### src/core/dsu_params.svh
// Purpose: Constants of the DSP shift datapath
// Assumes: Included by the package, by the shift unit and by the bench files
// Notes: Offsets here are bit positions inside 40-bit DSP operands
`ifndef DSU_PARAMS_SVH
`define DSU_PARAMS_SVH

// Operand layout
`define DSU_OPND_W 40
`define DSU_BASE_W 32
`define DSU_GUARD_W 8
`define DSU_WORD_W 16
`define DSU_UPPER_LSB 16
`define DSU_BASE_MSB 31

// Shift amount fields inside the second source
`define DSU_ASH_AMT_W 7
`define DSU_ASH_AMT_MSB 22
`define DSU_LSH_AMT_W 6
`define DSU_LSH_AMT_MSB 21
`define DSU_AMT_LSB 16

// Condition select codes
`define DSU_CS_CARRY 3'h0
`define DSU_CS_NEG 3'h1
`define DSU_CS_ZERO 3'h2
`define DSU_CS_OVF 3'h3
`define DSU_CS_ABOVE 3'h4
`define DSU_CS_GE 3'h5

// Saturation values and reset values
`define DSU_SAT_POS 40'h007fffffff
`define DSU_SAT_NEG 40'hff80000000
`define DSU_RESULT_RST 40'h0000000000

`endif

### src/core/dsu_pkg.sv
// Purpose: Types of the DSP shift datapath
// Assumes: dsu_params.svh supplies all figures but the shift kind codes
// Notes: Operation kinds are one-hot
`include "dsu_params.svh"

package dsu_pkg;

    // Shift kind, one-hot
    typedef enum logic [1:0] {
        DSU_OP_ARITH = 2'b01,
        DSU_OP_LOGIC = 2'b10
    } dsu_op_e;

    // Condition select modes
    typedef enum logic [2:0] {
        DSU_CS_CARRY_M = `DSU_CS_CARRY,
        DSU_CS_NEG_M = `DSU_CS_NEG,
        DSU_CS_ZERO_M = `DSU_CS_ZERO,
        DSU_CS_OVF_M = `DSU_CS_OVF,
        DSU_CS_ABOVE_M = `DSU_CS_ABOVE,
        DSU_CS_GE_M = `DSU_CS_GE
    } dsu_cs_e;

    // Condition flags of the DSP status register
    typedef struct packed {
        logic selectable_condition_flag;
        logic neg;
        logic zero;
        logic ovf;
        logic greater_than_flag;
    } dsu_flags_s;

    // Whole state of the shift unit
    typedef struct packed {
        logic valid;
        logic flags_we;
        logic guard_we;
        logic [`DSU_OPND_W-1:0] result;
        dsu_flags_s flags;
    } dsu_state_s;

endpackage : dsu_pkg

### src/core/dsu_arith_shift.sv
// Purpose: Combinational arithmetic shifter on a guarded operand
// Assumes: Amount is signed, negative shifts right
// Notes: Overflow means the result leaves the unguarded base range
`timescale 1ns/1ns

module dsu_arith_shift #(
    parameter int W = 40,
    parameter int AW = 7,
    parameter int BASE_MSB = 31
) (
    // Operand and amount
    input wire logic [W-1:0] src,
    input wire logic [AW-1:0] amt,
    // Results
    output logic [W-1:0] res,
    output logic last_out,
    output logic ovf
);
    logic [AW-1:0] mag;
    logic [W:0] lsh;
    logic signed [W:0] rsh;
    logic signed [2*W-1:0] wide;
    logic [2*W-1-BASE_MSB:0] top;

    // Magnitude of the signed amount
    assign mag = amt[AW-1] ? AW'(-amt) : amt;
    // Left shift keeps the last bit out in the extra top bit
    assign lsh = {1'b0, src} << mag;
    // Right shift keeps the last bit out in the extra low bit
    assign rsh = $signed({src, 1'b0}) >>> mag;
    // Full-width copy to see bits lost past the guard
    assign wide = (2*W)'($signed(src)) <<< mag;
    assign top = wide[2*W-1:BASE_MSB];

    // Pick direction and flag overflow of the base range
    always_comb begin
        if (amt[AW-1]) begin
            res = rsh[W:1];
            last_out = rsh[0];
        end else begin
            res = lsh[W-1:0];
            last_out = (mag == '0) ? 1'b0 : lsh[W];
        end
        ovf = ~((&top) | ~(|top));
        if (amt[AW-1]) begin
            ovf = ~((&src[W-1:BASE_MSB]) | ~(|src[W-1:BASE_MSB]))
                & ~((&res[W-1:BASE_MSB]) | ~(|res[W-1:BASE_MSB]));
        end
    end

endmodule : dsu_arith_shift

### src/core/dsu_logic_shift.sv
// Purpose: Combinational logical shifter on one 16-bit word
// Assumes: Amount is signed, negative shifts right
// Notes: Zeros fill from either end
`timescale 1ns/1ns

module dsu_logic_shift #(
    parameter int W = 16,
    parameter int AW = 6
) (
    // Operand and amount
    input wire logic [W-1:0] src,
    input wire logic [AW-1:0] amt,
    // Results
    output logic [W-1:0] res,
    output logic last_out
);
    logic [AW-1:0] mag;
    logic [W:0] lsh;
    logic [W:0] rsh;

    // Magnitude and both shift directions with the bit shifted out
    assign mag = amt[AW-1] ? AW'(-amt) : amt;
    assign lsh = {1'b0, src} << mag;
    assign rsh = {src, 1'b0} >> mag;

    // Select by sign of the amount
    always_comb begin
        if (amt[AW-1]) begin
            res = rsh[W:1];
            last_out = rsh[0];
        end else begin
            res = lsh[W-1:0];
            last_out = (mag == '0) ? 1'b0 : lsh[W];
        end
    end

endmodule : dsu_logic_shift

### src/core/dsu_shift_unit.sv
// Purpose: Shift datapath of the DSP unit, arithmetic and logical
// Assumes: Issue signals come from the pipeline on SYS_CLK
// Notes: Result and flags appear one cycle after issue
`timescale 1ns/1ns
`include "dsu_params.svh"

module dsu_shift_unit (
    // Clock and reset
    input wire logic SYS_CLK,
    input wire logic RESET_N,
    // Issue from the pipeline
    input wire logic OP_VALID,
    input wire dsu_pkg::dsu_op_e OP_KIND,
    input wire logic COND_OP,
    input wire logic USE_LITERAL,
    input wire logic [`DSU_ASH_AMT_W-1:0] ARITH_SHIFT_LITERAL,
    input wire logic [`DSU_LSH_AMT_W-1:0] LOGIC_SHIFT_LITERAL,
    input wire logic [`DSU_OPND_W-1:0] FIRST_SOURCE,
    input wire logic [`DSU_OPND_W-1:0] SECOND_SOURCE,
    input wire logic SRC_HAS_GUARD,
    input wire logic DST_HAS_GUARD,
    // Status register controls
    input wire dsu_pkg::dsu_cs_e COND_SELECT,
    input wire logic SAT_ENABLE,
    // Results to the register file and status register
    output logic RESULT_VALID,
    output logic [`DSU_OPND_W-1:0] RESULT,
    output logic GUARD_WRITE,
    output logic FLAGS_UPDATE,
    output dsu_pkg::dsu_flags_s FLAGS
);
    import dsu_pkg::*;

    dsu_state_s st_r;
    dsu_state_s st_nxt;

    logic [`DSU_OPND_W-1:0] a_src;
    logic [`DSU_ASH_AMT_W-1:0] a_amt;
    logic [`DSU_OPND_W-1:0] a_res;
    logic a_last;
    logic a_ovf;
    logic [`DSU_LSH_AMT_W-1:0] l_amt;
    logic [`DSU_WORD_W-1:0] l_res;
    logic l_last;
    logic op_legal;

    // Guard positions of an unguarded source take its sign
    assign a_src = SRC_HAS_GUARD ? FIRST_SOURCE :
        {{`DSU_GUARD_W{FIRST_SOURCE[`DSU_BASE_MSB]}},
         FIRST_SOURCE[`DSU_BASE_W-1:0]};

    // Amount from literal or from the upper word of the second source
    assign a_amt = USE_LITERAL ? ARITH_SHIFT_LITERAL :
        SECOND_SOURCE[`DSU_ASH_AMT_MSB:`DSU_AMT_LSB];
    assign l_amt = USE_LITERAL ? LOGIC_SHIFT_LITERAL :
        SECOND_SOURCE[`DSU_LSH_AMT_MSB:`DSU_AMT_LSB];

    // Full 40-bit arithmetic shifter
    dsu_arith_shift #(
        .W(`DSU_OPND_W),
        .AW(`DSU_ASH_AMT_W),
        .BASE_MSB(`DSU_BASE_MSB)
    ) u_arith (
        .src(a_src),
        .amt(a_amt),
        .res(a_res),
        .last_out(a_last),
        .ovf(a_ovf)
    );

    // Upper-word logical shifter
    dsu_logic_shift #(
        .W(`DSU_WORD_W),
        .AW(`DSU_LSH_AMT_W)
    ) u_logic (
        .src(FIRST_SOURCE[`DSU_BASE_MSB:`DSU_UPPER_LSB]),
        .amt(l_amt),
        .res(l_res),
        .last_out(l_last)
    );

    // Next state: result and flags of the DSP stage
    always_comb begin
        logic [`DSU_OPND_W-1:0] r;
        logic last;
        logic ovf;
        dsu_flags_s f;
        r = `DSU_RESULT_RST;
        last = 1'b0;
        ovf = 1'b0;
        f = st_r.flags;
        st_nxt = st_r;
        st_nxt.valid = 1'b0;
        st_nxt.flags_we = 1'b0;
        if (OP_VALID) begin
            st_nxt.valid = 1'b1;
            st_nxt.flags_we = ~COND_OP;
            case (OP_KIND)
                DSU_OP_ARITH: begin
                    r = a_res;
                    last = a_last;
                    ovf = a_ovf;
                    if (SAT_ENABLE && a_ovf) begin
                        r = a_src[`DSU_OPND_W-1] ? `DSU_SAT_NEG
                            : `DSU_SAT_POS;
                    end
                    if (SAT_ENABLE) begin
                        ovf = 1'b0;
                    end
                    // Dedicated flags follow their own modes
                    f.neg = r[`DSU_OPND_W-1];
                    f.zero = (r == '0);
                    f.ovf = ovf;
                    f.greater_than_flag = 1'b0;
                    st_nxt.guard_we = DST_HAS_GUARD;
                end
                DSU_OP_LOGIC: begin
                    r = {{`DSU_GUARD_W{1'b0}}, l_res,
                         {`DSU_WORD_W{1'b0}}};
                    last = l_last;
                    f.neg = r[`DSU_BASE_MSB];
                    f.zero = (l_res == '0);
                    f.ovf = 1'b0;
                    f.greater_than_flag = 1'b0;
                    st_nxt.guard_we = DST_HAS_GUARD;
                end
                default: begin
                    st_nxt.valid = 1'b0;
                    st_nxt.flags_we = 1'b0;
                end
            endcase
            // Selectable flag by condition mode
            case (COND_SELECT)
                DSU_CS_CARRY_M: f.selectable_condition_flag = last;
                DSU_CS_NEG_M: f.selectable_condition_flag = f.neg;
                DSU_CS_ZERO_M: f.selectable_condition_flag = f.zero;
                DSU_CS_OVF_M: f.selectable_condition_flag = f.ovf;
                default: f.selectable_condition_flag = 1'b0;
            endcase
            // An unknown kind leaves the last result standing
            if (st_nxt.valid) begin
                st_nxt.result = r;
            end
            if (st_nxt.flags_we) begin
                st_nxt.flags = f;
            end
        end
    end

    // Register the whole state
    always_ff @(posedge SYS_CLK or negedge RESET_N) begin
        if (!RESET_N) begin
            st_r <= '0;
        end else begin
            st_r <= st_nxt;
        end
    end

    // Outputs straight from the state register
    assign RESULT_VALID = st_r.valid;
    assign RESULT = st_r.result;
    assign GUARD_WRITE = st_r.guard_we;
    assign FLAGS_UPDATE = st_r.flags_we;
    assign FLAGS = st_r.flags;

    // Issue of a kind that the unit executes
    assign op_legal = OP_VALID &&
        (OP_KIND == DSU_OP_ARITH || OP_KIND == DSU_OP_LOGIC);
endmodule : dsu_shift_unit

### config.mk
export PLATFORM = sky130hd
export DESIGN_NAME = dsu_shift_unit
export DESIGN_NICKNAME = d
export VERILOG_FILES = /design/src/core/dsu_pkg.sv /design/src/core/dsu_arith_shift.sv /design/src/core/dsu_logic_shift.sv /design/src/core/dsu_shift_unit.sv
export VERILOG_INCLUDE_DIRS = /design/src /design/src/core
export SDC_FILE = /design/constraint.sdc
export NUM_CORES = 1
export LEC_CHECK = 0
export ABC_AREA = 1
export BUFFER_PORTS_ARGS = -buffer_cell sky130_fd_sc_hd__buf_2
export CORE_MARGIN = 4
export CORE_UTILIZATION = 26
export DETAILED_ROUTE_END_ITERATION = 6
export SLEW_MARGIN = 20
export SYNTH_ARGS = -nofsm -noshare
export SYNTH_HDL_FRONTEND = slang
export SYNTH_SLANG_ARGS = --single-unit
### constraint.sdc
create_clock -name SYS_CLK -period 1.2 [get_ports SYS_CLK]
set_input_delay 0.18 -clock SYS_CLK [delete_from_list [all_inputs] [get_ports SYS_CLK]]
set_output_delay 0.18 -clock SYS_CLK [all_outputs]
set_load 0.03 [all_outputs]
==> flow_results.org <==
** Worst setup path
- The largest individual stage delay along the critical path comes from the cell ha_4.
- The worst register-to-register path has a depth of 8.
- Crit path max-delay family :: simple AND/OR/NAND/NOR gates
- Together, buffers and inverters on the worst path number 7.
- Number of logic stages on the critical path including buffering :: 42
- Data on the critical path is required at its endpoint by approximately 1.4 ns.
- Slowest stage delay, CP :: 0.23 ns
- Data arrives at the worst endpoint at around 4.0 ns.
- The most numerous cell type found on the critical path is nand2_1.
- STA classifies the critical path endpoint as a flip-flop.
- The setup path with the least slack is of type in -> reg.
- Sort of element at the start of the critical path :: primary input
- Critical path fanouts, max :: 8

** Timing
- Final hold violation count :: 0
- Transition time of the tightest slew-check pin :: between 0.5 and 0.6 ns
- Headroom to the max-slew limit came out at 0.627.
- Timing would allow up to 265 MHz.
- Summed over all failing endpoints, the final setup total negative slack is -100.06 ns.
- Final critical delay including setup and external delays :: 3.78 ns
- Setup-failing EPs final :: 44
- Clock skew :: 0.000249 ns
- In the post-route analysis, the smallest setup slack over all paths is -2.58 ns.
- Dividing the final minimum period by the clock period gives 3.15.
- Setup repair after global routing could not meet its margin everywhere.
- Final Slew Violations :: 0

** Power and ir drop
- Of the total power, registers draw 0.097.
- Ratio of total power to cell area :: 1060 mW/mm2
- The internal portion of the total power is 0.00958 W.
- Static Leak :: 10.0 nW
- Overall power after layout :: about 0.02 W
- Combinational power share :: 0.829
- Portion of total power attributed to the clock network :: 0.074
- IR analysis of the VDD net gives a maximum drop of 860 uV.
- Summed over all nets, the switching power comes to approximately 0.011 W.
- Of the total power, the share spent switching nets is 0.524.

** Status
- The run finished, with violations left.
- Failing checks :: DRC, setup timing

** Synthesis
- Of the total synthesized cell area, the portion taken by AND, OR, NAND and NOR gates is 0.562.
- In the synthesized netlist, the number of instances is roughly 2300.
- Fraction of registers with async set or reset after synthesis :: 1.00
- Of the synthesized area, sequential elements account for 0.103.
- In the post-synthesis netlist, the cell with the most instances is nand2_1.
- nand2_1 takes more of the synthesized area than any other cell.
- Combinational family with the most area after synthesis :: simple AND/OR/NAND/NOR gates
- Multiplexer share of the synthesized area :: 0.00699
- Count of different cell masters after synthesis :: 58
- Post-Synth XOR/XNOR Area :: 0.00153
- Cell area after technology mapping :: between 0.01 and 0.015 mm2
- A synthesized cell averages 4.94 um2.
- The share of the synthesized area in compound gates (AO/OA/AOI/OAI) was 0.200.
- Of the total synthesized cell area, the portion taken by full adders, half adders and majority gates is 0.00437.
- Fraction of synthesized cell area taken by the top area cell type :: 0.333
- Largest cells by area after synthesis :: nand2_1 (33%), nand3_1 (14%), dfrtp_1 (10%), o21ai_0 (8.6%), nor2_1 (5.0%)
- Post-synth EDFFs :: 0
- Most common library cells after synthesis :: nand2_1 (1016), nand3_1 (323), o21ai_0 (197), nor2_1 (153), inv_1 (146)
- Post-synthesis sequential element count :: 47
- For this run, the leading register cell type out of synthesis is dfrtp_1.
- During synthesis, Yosys emitted a total of 0 warnings.
- When the netlist entered floorplanning its net count stood at 2428.

** CTS
- At the later pin of the worst-skew pair, clock insertion delay measures 0.28 ns.
- Max Buffers Root-to-Sink :: 2
- CTS buffer count :: 5
- For this design, the sink count on the clock tree is 47.
- The H-tree generated during clock tree synthesis spans 2 levels.
- Clk Tree Root Cell :: clkbuf_16
- After clock tree synthesis, the clock-pin slew on the worst setup and hold paths is 0.06 ns.
- TritonCTS clock tree :: built

** Detailed routing
- Final WL :: roughly 62000 um
- Antenna Nets Post-Route :: 0
- After the first detailed-routing iteration, the DRC count stood at 2533.
- Routed length per placed instance :: 17.9 um
- For this block, the via count after detailed routing is approximately 18000.
- Count of unresolved DRC violations after routing :: 3
- The first detailed-routing pass ran for 7 iterations.
- Ratio of routed vias to standard cells :: 5.24

** Job
- Across the run, the number of max-cap violations was 0.

** GRT
- Global route overflow :: 0
- The via count of the first global-routing pass is ~16000.
- Wire length of the first global-routing pass :: a little over 90000 um
- The number of antenna violations at the first check in global routing was 0.
- Pin count of the biggest net entering global routing :: 48
- Tot GR Track Use :: 0.241

** Placement
- The count of buffers added on input and output ports is ~120.
- Detailed-placement wirelength estimate :: just under 50000 um
- Routability-driven placement finished with a final weighted congestion of ~1.1.

** Worst hold path
- The tightest min-delay check is of the in -> reg type.
- Number of stages on the worst hold path :: 3

** Layout
- Final net count :: about 3000
- Compared with the post-synthesis result, the final layout area differs by 65.6%.
- Of the cells placed in the final design, the portion with a size suffix greater than 1 is 0.382.
- Number of antenna repair diodes :: 0
- At the end of the flow the core is filled with cells to 0.438.

** Floorplanning
- The initial utilization of the core area, before any placement, comes to 0.265.
- The die is 218 um wide.
- DIE AREA :: 0.0475 mm2
- In this run the count of I/O pins placed on the die edge is 154.
- Row generation in the floorplan step produced 76 rows.
- The core region is 0.0433 mm2.
- The floorplan step set the die height to 218 um.
-- worst register-to-register path, stage by stage, from the launching register on --
cell and delay, ns:
dfrtp_1 0.38, inv_1 0.08, o21ai_1 0.08, o211ai_1 0.17
a21oi_1 0.06, nor2_1 0.09, nand2_1 0.06, nand2_1 0.05
nand2_1 0.04
-- cell usage in the layout, fill, tap and decap left out, types with 8 or more instances in the layout --
cell,count
nand2_4,33
o2111ai_1,8
buf_6,25
a21oi_2,11
a31oi_1,21
nor2_2,21
inv_2,16
buf_4,517
a21oi_1,56
o21ai_2,24
clkbuf_16,11
nand3_2,94
buf_12,33
nand2_2,121
o21ai_0,154
o21ai_1,26
mux2i_1,8
nand4_1,9
o221ai_1,8
o21ai_4,14
nand2_1,876
nor2_4,12
buf_2,119
nand3_1,223
nand3_4,9
nor2_1,126
dfrtp_1,47
o211ai_1,15
inv_1,141
-- worst paths after layout --
check	slack (ns)	endpoint	startpoint
worst max-delay path	-2.58	FLAGS[4]	USE_LITERAL
worst max register to register	0.09	FLAGS[4]	FLAGS[1]
min in group asynchronous	0.40	RESULT[22]	RESET_N
worst min register to register	0.48	GUARD_WRITE	GUARD_WRITE
max in group asynchronous	0.56	RESULT[32]	RESET_N
worst min-delay path	0.09	GUARD_WRITE	DST_HAS_GUARD
-- per-stage QoR --
step	hold slack, ns	instances	worst slack (ns)	instance area, um2
2_1_floorplan	-0.116	2318	-2.09	11600
3_3_place_gp	0.180	3395	-3.00	16300
3_5_place_dp	0.182	3395	-3.05	16300
4_1_cts	0.0898	3429	-2.45	17300
5_1_grt	0.0944	3475	-2.81	19000
6_report	0.0929	3475	-2.58	19000
-- cells by family (layout without fill, tap and decap cells) --
kind of cell             count (synthesis)  count (layout)
AO/OA/AOI/OAI                          393             393
XOR/XNOR                                 2               2
adder cells (fa/ha/maj)                  4               4
buffers and inverters                  309             880
flip-flops                              47              47
multiplexers                             8               8
other                                    1               1
AND/OR/NAND/NOR                       1554            1555
-- power by group through the flow --
stage | Sequential [W] | Clock [W] | Combinational (W)
floorplan | 0.00241 | 0 | 0.00703
global placement | 0.00198 | 0 | 0.0138
detailed placement | 0.00198 | 0 | 0.0137
CTS | 0.00195 | 0.00148 | 0.0147
global route | 0.00199 | 0.00157 | 0.0179
finish | 0.00196 | 0.00148 | 0.0167
-- layout make-up --
| type | instances | area (um2) |
|---|---|---|
| well taps | 585 | 732 |
| multi-input cells | 1963 | 10500 |
| clock buffers | 7 | 153 |
| repair buffers | 711 | 5810 |
| clock inverters | 1 | 7.51 |
| inverters | 161 | 614 |
| fillers | 4548 | 24300 |
| flip-flops and latches | 47 | 1180 |
-- per-layer routing --
metal  global-route usage  wire length, um  vias to the layer above
li1                     -                -                     8756
met1                0.323            25000                     8230
met2                0.392            28000                     1029
met3               0.0320             6000                      196
met4               0.0952             3130                        0
met5                    0                0                        -
-- sequential cells by signal, indices dropped and copies added (netlist names) --
register and flops:
RESULT 40, GUARD_WRITE 1, RESULT_VALID 1, FLAGS 4
FLAGS_UPDATE 1
-- what timing repair did --
item | in CTS | in global routing
gates resized for setup | 150 | 316
gates cloned | 9 | 6
pin swaps | 41 | 84
buffers inserted | 20 | 43
setup endpoints to repair | 44 | 44
hold buffers | 1 | 0
hold endpoints to repair | 47 | 0
(Power assumes the default switching activity.)
